==> src/clk_ctrl_defs.svh <==
// Offsets, field positions, reset values and timing for the control bank
`ifndef CLK_CTRL_DEFS_SVH
`define CLK_CTRL_DEFS_SVH

// Register indices; byte address is four times the index
`define IDX_PWR          12'hA00
`define IDX_LOOP         12'hA01
`define IDX_CAL          12'hA02
`define IDX_STAT         12'hA0F
`define ADDR_PWR         {`IDX_PWR, 2'b00}
`define ADDR_LOOP        {`IDX_LOOP, 2'b00}
`define ADDR_CAL         {`IDX_CAL, 2'b00}
`define ADDR_STAT        {`IDX_STAT, 2'b00}

// Reset values
`define RST_PWR          8'h00
`define RST_LOOP         8'h00
`define RST_CAL          8'h00

// Power register fields
`define PWR_SOFT_RST     7
`define PWR_SYS_SLEEP    5
`define PWR_REF_SLEEP    4
`define PWR_PHASE_SLEEP  3
`define PWR_DAC_SLEEP    2
`define PWR_DIST_SLEEP   1
`define PWR_FULL_SLEEP   0
`define PWR_WMASK        8'hBF

// Loop register fields
`define LOOP_HOLD        6
`define LOOP_FREE        5
`define LOOP_POL_HI      4
`define LOOP_POL_LO      3
`define LOOP_PREF_HI     1
`define LOOP_PREF_LO     0
`define LOOP_WMASK       8'h7B

// Calibration register fields
`define CAL_SYNC         1
`define CAL_START        0
`define CAL_WMASK        8'h03

// Profile mirror window
`define PROF_HI_PAGE     4'h7
`define PROF_LO_PAGE     4'h6

// Calibration time
`define CLK_FREQ_MHZ     20
`define CAL_TIME_US      2000

`endif

==> src/clk_ctrl_pkg.sv <==
// Types shared by the operational control bank
package clk_ctrl_pkg;

   // Switching policy encodings
   typedef enum logic [1:0] {
      POL_AUTO     = 2'b00,
      POL_FALLBACK = 2'b01,
      POL_HOLDOVER = 2'b10,
      POL_MANUAL   = 2'b11
   } policy_type;

   // Loop operating state
   typedef enum logic [1:0] {
      LOOP_TRACK = 2'b00,
      LOOP_HOLD  = 2'b01,
      LOOP_FREE  = 2'b10
   } loop_state_type;

   // Reference encodings
   typedef enum logic [1:0] {
      REF_A     = 2'b00,
      REF_A_ALT = 2'b01,
      REF_B     = 2'b10,
      REF_B_ALT = 2'b11
   } ref_sel_type;

   // Calibration sequencer
   typedef enum logic [1:0] {
      CAL_IDLE = 2'b00,
      CAL_RUN  = 2'b01
   } cal_state_type;

endpackage

==> src/clk_ctrl_regs.sv <==
// Operational control register bank with APB slave and loop control
`timescale 1ns/10ps
`include "clk_ctrl_defs.svh"

module clk_ctrl_regs #(
   parameter int unsigned CAL_CYCLES = `CAL_TIME_US * `CLK_FREQ_MHZ
) (
   input  wire logic        pclk,               // System clock, 20 MHz
   input  wire logic        presetn,            // Async reset, active low
   input  wire logic        psel,               // APB select
   input  wire logic        penable,            // APB enable
   input  wire logic        pwrite,             // APB direction
   input  wire logic [13:0] paddr,              // APB byte address
   input  wire logic [31:0] pwdata,             // APB write data
   output logic      [31:0] prdata,             // APB read data
   output logic             pready,             // APB ready
   output logic             pslverr,            // APB error
   input  wire logic [3:0]  ref_valid,          // Per-reference validity
   input  wire logic        auto_ref_found,     // Priority logic has a pick
   input  wire logic [1:0]  auto_ref_sel,       // Priority logic pick
   input  wire logic        sys_pll_enabled,    // System PLL in use
   input  wire logic [11:0] prof_addr,          // Profile register address
   output logic      [11:0] prof_map_addr,      // Mirrored profile address
   output logic             core_reset_hold,    // Internal hardware reset
   output logic             system_clock_sleep, // Input clock and its PLL
   output logic             reference_sleep,    // Reference receivers
   output logic             phase_detector_sleep, // Time-to-digital conv
   output logic             dac_sleep,          // Output DAC
   output logic             distribution_sleep, // Distribution outputs
   output logic             full_sleep,         // Whole device
   output logic      [1:0]  loop_state,         // Track, hold or free run
   output logic      [1:0]  active_ref,         // Active reference
   output logic             freerun_word_sel,   // Use free-run tuning word
   output logic             dist_stall,         // Distribution stalled
   output logic             dist_resync,        // Resync pulse, one cycle
   output logic             cal_busy,           // PLL calibration running
   output logic             system_clock_stall  // Internal clock stalled
);

   logic [7:0]  pwr_ff;
   logic [7:0]  loop_ff;
   logic [7:0]  cal_ff;
   logic [31:0] prdata_ff;
   logic        pready_ff;
   logic        pslverr_ff;
   logic [11:0] prof_map_ff;
   logic [1:0]  loop_state_ff;
   logic [1:0]  active_ref_ff;
   logic        sync_prev_ff;
   logic        dist_resync_ff;
   logic [16:0] cal_cnt_ff;
   logic        core_reset_ff;
   logic [5:0]  sleep_ff;
   logic        freerun_sel_ff;
   logic        dist_stall_ff;
   logic        cal_busy_ff;

   clk_ctrl_pkg::cal_state_type  cal_state_ff;
   clk_ctrl_pkg::cal_state_type  nxt_cal_state;
   clk_ctrl_pkg::loop_state_type nxt_loop_state;
   clk_ctrl_pkg::policy_type     policy;
   logic [1:0]  nxt_active_ref;
   logic [1:0]  pref;
   logic        pref_valid;
   logic        access;
   logic        wr_commit;
   logic        hit_pwr;
   logic        hit_loop;
   logic        hit_cal;
   logic        hit_stat;
   logic        hit_any;
   logic        cal_start_ok;
   logic        cal_finish;
   logic        halted;

   localparam logic [16:0] CAL_LOAD = 17'(CAL_CYCLES - 1);

   // Address decode against the byte addresses
   assign hit_pwr  = (paddr == `ADDR_PWR);
   assign hit_loop = (paddr == `ADDR_LOOP);
   assign hit_cal  = (paddr == `ADDR_CAL);
   assign hit_stat = (paddr == `ADDR_STAT);
   assign hit_any  = hit_pwr | hit_loop | hit_cal | hit_stat;

   // One wait state so that read data and ready come from flip-flops
   assign access    = psel & penable;
   assign wr_commit = access & pready_ff & pwrite;

   // Ready pulses in the second access cycle
   always_ff @(posedge pclk or negedge presetn) begin
      if (!presetn) begin
         pready_ff <= 1'b0;
      end else begin
         pready_ff <= access & ~pready_ff;
      end
   end

   // Error on unmapped address or write to the status word
   always_ff @(posedge pclk or negedge presetn) begin
      if (!presetn) begin
         pslverr_ff <= 1'b0;
      end else if (access & ~pready_ff) begin
         pslverr_ff <= ~hit_any | (pwrite & hit_stat);
      end else begin
         pslverr_ff <= 1'b0;
      end
   end

   // Read data captured with ready; unmapped reads return zero
   always_ff @(posedge pclk or negedge presetn) begin
      if (!presetn) begin
         prdata_ff <= 32'h00000000;
      end else if (access & ~pready_ff & ~pwrite) begin
         if (hit_pwr) begin
            prdata_ff <= {24'h000000, pwr_ff};
         end else if (hit_loop) begin
            prdata_ff <= {24'h000000, loop_ff};
         end else if (hit_cal) begin
            prdata_ff <= {24'h000000, cal_ff};
         end else if (hit_stat) begin
            prdata_ff <= {24'h000000, 1'b0, system_clock_stall, cal_busy,
                          dist_stall_ff, loop_state_ff, active_ref_ff};
         end else begin
            prdata_ff <= 32'h00000000;
         end
      end
   end

   // Power control; soft reset leaves this register alone
   always_ff @(posedge pclk or negedge presetn) begin
      if (!presetn) begin
         pwr_ff <= `RST_PWR;
      end else if (wr_commit & hit_pwr) begin
         pwr_ff <= pwdata[7:0] & `PWR_WMASK;
      end
   end

   // Loop mode; bit 2 is forced to zero in case software ignores it
   always_ff @(posedge pclk or negedge presetn) begin
      if (!presetn) begin
         loop_ff <= `RST_LOOP;
      end else if (wr_commit & hit_loop) begin
         loop_ff <= pwdata[7:0] & `LOOP_WMASK;
      end
   end

   // Calibration start may be refused or ended by hardware
   assign cal_start_ok = cal_ff[`CAL_START] & sys_pll_enabled
                         & ~pwr_ff[`PWR_SYS_SLEEP]
                         & ~pwr_ff[`PWR_FULL_SLEEP];
   assign cal_finish   = (cal_state_ff == clk_ctrl_pkg::CAL_RUN)
                         & (cal_cnt_ff == 17'h00000);

   // Software write wins over the hardware clear of the start bit
   always_ff @(posedge pclk or negedge presetn) begin
      if (!presetn) begin
         cal_ff <= `RST_CAL;
      end else if (wr_commit & hit_cal) begin
         cal_ff <= pwdata[7:0] & `CAL_WMASK;
      end else if (cal_finish) begin
         cal_ff[`CAL_START] <= 1'b0;
      end else if ((cal_state_ff == clk_ctrl_pkg::CAL_IDLE)
                   & cal_ff[`CAL_START] & ~cal_start_ok) begin
         cal_ff[`CAL_START] <= 1'b0;
      end
   end

   // Calibration sequencer next state
   always_comb begin
      nxt_cal_state = cal_state_ff;
      case (cal_state_ff)
         clk_ctrl_pkg::CAL_IDLE: begin
            if (cal_start_ok) begin
               nxt_cal_state = clk_ctrl_pkg::CAL_RUN;
            end
         end
         clk_ctrl_pkg::CAL_RUN: begin
            if (cal_cnt_ff == 17'h00000) begin
               nxt_cal_state = clk_ctrl_pkg::CAL_IDLE;
            end
         end
         default: begin
            nxt_cal_state = clk_ctrl_pkg::CAL_IDLE;
         end
      endcase
   end

   // Busy kept in its own flop so the outputs need no decode
   always_ff @(posedge pclk or negedge presetn) begin
      if (!presetn) begin
         cal_state_ff <= clk_ctrl_pkg::CAL_IDLE;
         cal_busy_ff  <= 1'b0;
      end else begin
         cal_state_ff <= nxt_cal_state;
         cal_busy_ff  <= (nxt_cal_state == clk_ctrl_pkg::CAL_RUN);
      end
   end

   // Band and amplitude search modelled as a fixed duration
   always_ff @(posedge pclk or negedge presetn) begin
      if (!presetn) begin
         cal_cnt_ff <= 17'h00000;
      end else if ((cal_state_ff == clk_ctrl_pkg::CAL_IDLE)
                   & cal_start_ok) begin
         cal_cnt_ff <= CAL_LOAD;
      end else if (cal_cnt_ff != 17'h00000) begin
         cal_cnt_ff <= cal_cnt_ff - 17'h00001;
      end
   end

   // Loop state, active reference and free-run select halt while calibrating
   assign halted = (cal_state_ff == clk_ctrl_pkg::CAL_RUN);

   // Soft reset and sleep levels; full sleep implies every block
   always_ff @(posedge pclk or negedge presetn) begin
      if (!presetn) begin
         core_reset_ff <= 1'b0;
         sleep_ff      <= 6'h00;
      end else begin
         core_reset_ff <= pwr_ff[`PWR_SOFT_RST];
         sleep_ff[5]   <= pwr_ff[`PWR_SYS_SLEEP]
                          | pwr_ff[`PWR_FULL_SLEEP];
         sleep_ff[4]   <= pwr_ff[`PWR_REF_SLEEP]
                          | pwr_ff[`PWR_FULL_SLEEP];
         sleep_ff[3]   <= pwr_ff[`PWR_PHASE_SLEEP]
                          | pwr_ff[`PWR_FULL_SLEEP];
         sleep_ff[2]   <= pwr_ff[`PWR_DAC_SLEEP]
                          | pwr_ff[`PWR_FULL_SLEEP];
         sleep_ff[1]   <= pwr_ff[`PWR_DIST_SLEEP]
                          | pwr_ff[`PWR_FULL_SLEEP];
         sleep_ff[0]   <= pwr_ff[`PWR_FULL_SLEEP];
      end
   end

   // Policy and preferred reference
   assign policy     = clk_ctrl_pkg::policy_type'(
                          loop_ff[`LOOP_POL_HI:`LOOP_POL_LO]);
   assign pref       = loop_ff[`LOOP_PREF_HI:`LOOP_PREF_LO];
   assign pref_valid = ref_valid[pref];

   // Reference switching decision; free run checked first
   always_comb begin
      nxt_loop_state = clk_ctrl_pkg::LOOP_TRACK;
      nxt_active_ref = active_ref_ff;
      if (loop_ff[`LOOP_FREE]) begin
         nxt_loop_state = clk_ctrl_pkg::LOOP_FREE;
      end else if (loop_ff[`LOOP_HOLD]) begin
         nxt_loop_state = clk_ctrl_pkg::LOOP_HOLD;
      end else begin
         case (policy)
            clk_ctrl_pkg::POL_AUTO: begin
               if (auto_ref_found) begin
                  nxt_active_ref = auto_ref_sel;
               end else begin
                  nxt_loop_state = clk_ctrl_pkg::LOOP_HOLD;
               end
            end
            clk_ctrl_pkg::POL_FALLBACK: begin
               if (pref_valid) begin
                  nxt_active_ref = pref;
               end else if (auto_ref_found) begin
                  nxt_active_ref = auto_ref_sel;
               end else begin
                  nxt_loop_state = clk_ctrl_pkg::LOOP_HOLD;
               end
            end
            clk_ctrl_pkg::POL_HOLDOVER: begin
               if (pref_valid) begin
                  nxt_active_ref = pref;
               end else begin
                  nxt_loop_state = clk_ctrl_pkg::LOOP_HOLD;
               end
            end
            clk_ctrl_pkg::POL_MANUAL: begin
               nxt_active_ref = pref;
            end
            default: begin
               nxt_loop_state = clk_ctrl_pkg::LOOP_HOLD;
            end
         endcase
      end
   end

   // Soft reset returns loop outputs to defaults; calibration freezes
   always_ff @(posedge pclk or negedge presetn) begin
      if (!presetn) begin
         loop_state_ff  <= 2'h0;
         active_ref_ff  <= 2'h0;
         freerun_sel_ff <= 1'b0;
      end else if (pwr_ff[`PWR_SOFT_RST]) begin
         loop_state_ff  <= 2'h0;
         active_ref_ff  <= 2'h0;
         freerun_sel_ff <= 1'b0;
      end else if (!halted) begin
         loop_state_ff  <= nxt_loop_state;
         active_ref_ff  <= nxt_active_ref;
         freerun_sel_ff <= loop_ff[`LOOP_FREE];
      end
   end

   // Distribution stall and resync pulse on the falling sync bit
   always_ff @(posedge pclk or negedge presetn) begin
      if (!presetn) begin
         sync_prev_ff   <= 1'b0;
         dist_stall_ff  <= 1'b0;
         dist_resync_ff <= 1'b0;
      end else begin
         sync_prev_ff   <= cal_ff[`CAL_SYNC];
         dist_stall_ff  <= cal_ff[`CAL_SYNC];
         dist_resync_ff <= sync_prev_ff & ~cal_ff[`CAL_SYNC];
      end
   end

   // The upper profile page folds onto the lower page, same offsets
   always_ff @(posedge pclk or negedge presetn) begin
      if (!presetn) begin
         prof_map_ff <= 12'h000;
      end else if (prof_addr[11:8] == `PROF_HI_PAGE) begin
         prof_map_ff <= {`PROF_LO_PAGE, prof_addr[7:0]};
      end else begin
         prof_map_ff <= prof_addr;
      end
   end

   // Outputs straight from flip-flops
   assign prdata               = prdata_ff;
   assign pready               = pready_ff;
   assign pslverr              = pslverr_ff;
   assign prof_map_addr        = prof_map_ff;
   assign core_reset_hold      = core_reset_ff;
   assign system_clock_sleep   = sleep_ff[5];
   assign reference_sleep      = sleep_ff[4];
   assign phase_detector_sleep = sleep_ff[3];
   assign dac_sleep            = sleep_ff[2];
   assign distribution_sleep   = sleep_ff[1];
   assign full_sleep           = sleep_ff[0];
   assign loop_state           = loop_state_ff;
   assign active_ref           = active_ref_ff;
   assign freerun_word_sel     = freerun_sel_ff;
   assign dist_stall           = dist_stall_ff;
   assign dist_resync          = dist_resync_ff;
   assign cal_busy             = cal_busy_ff;
   assign system_clock_stall   = cal_busy_ff;

endmodule

==> config.mk <==
export PLATFORM = sky130hd
export DESIGN_NAME = clk_ctrl_regs
export DESIGN_NICKNAME = d
export VERILOG_FILES = /design/src/clk_ctrl_pkg.sv /design/src/clk_ctrl_regs.sv
export VERILOG_INCLUDE_DIRS = /design/src
export SDC_FILE = /design/constraint.sdc
export NUM_CORES = 1
export LEC_CHECK = 0
export BUFFER_PORTS_ARGS = -buffer_cell sky130_fd_sc_hd__buf_2
export CAP_MARGIN = 5
export CORE_MARGIN = 1
export CORE_UTILIZATION = 30
export DETAILED_ROUTE_END_ITERATION = 7
export PLACE_DENSITY = 0.6
export SYNTH_ARGS = -nofsm -noshare
export SYNTH_HDL_FRONTEND = slang
export SYNTH_SLANG_ARGS = --single-unit
export TNS_END_PERCENT = 100
==> constraint.sdc <==
create_clock -name pclk -period 3.1 [get_ports pclk]
set_input_delay 0.465 -clock pclk [delete_from_list [all_inputs] [get_ports pclk]]
set_output_delay 0.465 -clock pclk [all_outputs]
set_load 0.005 [all_outputs]
==> metrics.yaml <==
timing:
  rsz_0062_raised_after_global_routing: "no"
  final_period_minus_worst_setup_slack_ns: 2.452
  drv_slew: 0
  worst_hold_margin_ns: 0.2197
  finClkSkew_ns: 0.01615
  clock.fmax_mhz: 407.9
  fin_crit_sh: 0.7909
  final_hold_viol_count: 0
  final-setup-viol-count: 0
  setup-tns-final_ns: 0
  slew-limit-headroom: 0.3723
  timing_worst_slew_pin_value_ns: 0.9344
finish:
  finalNetCount: 462
  final_area_sq_um: 4046
  final_layout_size_suffix_gt1_frac: 0.3401
  combined_area_of_the_multi_input_logic_cells_sq_um: 1421
  fillCellCount: 1103
  seq_area_sq_um: 1752
  synthToLayoutAreaGrowth_pct: 20.36
  num_antenna_cells: 0
pwr:
  p_sw_frac: 0.2339
  power.static_leakage_nw: 1.956
  power_density_nw_per_um2: 461.4
  pwr-share-comb: 0.053
  power_share_of_the_clock_group: 0.445
  power.ir.vdd_worst_mv: 0.1781
  seq_power_share: 0.502
  fin_total_pwr_mw: 1.867
  p_switching_mw: 0.4366
  p_int_mw: 1.430
synth:
  synth_most_common_cell: "dfrtp_1"
  synth_top_area_share: 0.5210
  synth.lib_cells_used.distinct: 59
  synth.cells.most_frequent: "dfrtp_1, buf_4, nand2_1"
  asyncSetResetFlopFracSynth: 1.000
  synth_flop_cell: "dfrtp_1"
  synthCells: 306
  synth_area_sq_um: 3362
  synthTopCellsByArea: "dfrtp_1, buf_4, mux2_2"
  ys_ff_latch: 70
  synth_edf_count: 0
  average_cell_area_after_synthesis_sq_um: 10.99
  yosys_warnings: 0
  synth_top_cell_by_area: "dfrtp_1"
  synth_seq_area_share: 0.5210
worst_setup_path:
  setup.worst_path.end_class: "register"
  timing.critical_path.buf_inv: 1
  timing.critical_path.slowest_stage_cell: "nor4b_2"
  crit_cells: 6
  maximum_fanout_encountered_on_the_critical_timing_path: 8
  worst-setup-path-type: "register to register"
  cp-start-kind: "register"
  cpPeakStageDelay_ns: 0.69
  timing.rr.end: "cal_cnt_ff[5]$_DFFE_PN0P_"
  endpoint: "cal_cnt_ff[5]$_DFFE_PN0P_"
  worst_ep_arrival_time_ns: 2.66
  r2r_setup_slack_ns: 0.65
  timing.critical_path.max_delay_family: "simple AND/OR/NAND/NOR gates"
  worstReg2RegStart: "cal_cnt_ff[0]$_DFFE_PN0P_"
  worstRegToRegCells: 6
  critical_path_cell_list: "inv_1, ha_1, or4b_2, nor4b_2, or4_1, nand3_1"
  worst_ep_required_time_ns: 3.31
  timing.critical_path.from: "cal_cnt_ff[0]$_DFFE_PN0P_"
run_status:
  status: "finished, final reports clean"
clock_tree:
  post_cts_buffers: 0
  clk_pin_slew_ns: 0.07
  cts_hold_repair.buffers: 0
  htree_num_levels: 3
  cts.sinks: 70
  cts_made_buffers: 9
  cts_tree: "yes"
  clock-root-buffer: "clkbuf_8"
  cts_repair_resize_count: 0
  clk_latency_ns: 0.36
  buffer_levels_on_the_longest_clock_path: 2
job:
  drv_cap: 0
detailed_routing:
  drt-wirelength-per-cell_um: 14.35
  detail_route.drc_violations: 0
  wl_um: 7665
  drt_iter0_drc: 123
  route.detailed.vias_per_inst: 4.942
  ant_nets: 0
  drt_pre_antenna_iters: 6
  number_of_vias_after_detailed_routing: 2639
floorplanning:
  chipWidth_um: 107.9
  design.core.area_sq_um: 10890
  ioPinCount: 133
  fp.dieArea_sq_um: 11630
  start_util: 0.3088
  die_y_um: 107.9
  placementRows: 38
placement:
  dp.final_hpwl_um: 5563
  buffer_ports.inserted: 84
  gp_routability_congestion: 0.8146
  placedInstanceArea_sq_um: 3825
global_routing:
  track_usage: 0.1389
  first_pass_grt_wire_length_um: 12320
  first_global_vias: 2461
  grt_overflow: 0
  antenna_violations_before_repair: 0
  grt_max_degree: 71
min_path:
  worstHoldPathCells: 1
  min_path_type: "primary input to register"
==> cells in the final DEF (no fill, tap or decap), types with 7 or more instances in the layout <==
cell | Yosys | layout
dfrtp_1 | 70 | 70
nor3_1 | 8 | 8
a21oi_1 | 8 | 8
nand2_1 | 23 | 23
clkbuf_8 | 0 | 9
conb_1 | 1 | 25
mux2_2 | 17 | 17
buf_2 | 0 | 84
nor2_1 | 12 | 12
o21ai_0 | 13 | 13
o31ai_1 | 7 | 7
inv_1 | 9 | 9
==> power by group through the flow <==
stage | clock network (mW) | logic, mW | registers (mW)
finish | 0.830 | 0.0993 | 0.937
CTS | 0.851 | 0.102 | 0.938
global placement | 0 | 0.0991 | 0.955
floorplan | 0 | 0.0518 | 0.955
global route | 0.890 | 0.115 | 0.939
detailed placement | 0 | 0.101 | 0.956
==> per-layer routing <==
metal,GRT usage,part of all wire
met1,0.1637,0.42
met2,0.2431,0.51
met3,0.03874,0.061
met4,0.04305,0.011
met5,0,0
==> registers in the layout, summed over array words and instances, names as in the netlist <==
name	cells
dist_stall	1
cal_ff	2
prof_map_addr	12
core_reset_hold	1
cal_cnt_ff	17
dist_resync	1
loop_state	2
pready	1
cal_busy	1
pslverr	1
cal_state_ff	2
pwr_ff	7
prdata	8
loop_ff	6
active_ref	2
sleep_ff	6
==> stage by stage <==
step | setup slack (ns) | utilization | std cells
2_1_floorplan | 0.8735 | - | 330
3_3_place_gp | 0.6871 | 0.3513 | 518
3_5_place_dp | 0.5925 | 0.3513 | 518
4_1_cts | 0.6326 | 0.3716 | 534
5_1_grt | 0.4870 | 0.3716 | 534
6_report | 0.6482 | 0.3716 | 534
==> cell families after synthesis <==
logic type                 Yosys count  share of synthesized area
and+or+nand+nor                    102                     0.1771
xor gates and xnor gates             1                   0.002606
DFF                                 70                     0.5210
adders and majority gates            2                   0.007442
muxes                               24                    0.08150
buffers and inverters               48                    0.08299
AOI/OAI and AO/OA                   58                     0.1262
other                                1                   0.001115
==> how the worst min path moves through the flow <==
stage	slack [ns]	to	start
after floorplan	0.17	active_ref[0]$_DFFE_PN0P_	presetn
after global placement	0.43	dist_stall$_DFF_PN0_	cal_ff[1]$_DFFE_PN0P_
after detailed placement	0.44	dist_stall$_DFF_PN0_	cal_ff[1]$_DFFE_PN0P_
after CTS	0.20	prof_map_addr[1]$_DFF_PN0_	prof_addr[1]
after global routing	0.20	prof_map_addr[1]$_DFF_PN0_	prof_addr[1]
final	0.22	prof_map_addr[1]$_DFF_PN0_	prof_addr[1]
==> final cells by class <==
| class | instances | area share |
|---|---|---|
| flip-flops and latches | 70 | 0.4329 |
| clock inverters | 6 | 0.02319 |
| clock buffers | 10 | 0.03154 |
| repair buffers | 87 | 0.1095 |
| multi-input cells | 212 | 0.3513 |
| well taps | 140 | 0.04329 |
| inverters | 9 | 0.008349 |
Note: power is estimated with default switching activity, not from simulation.
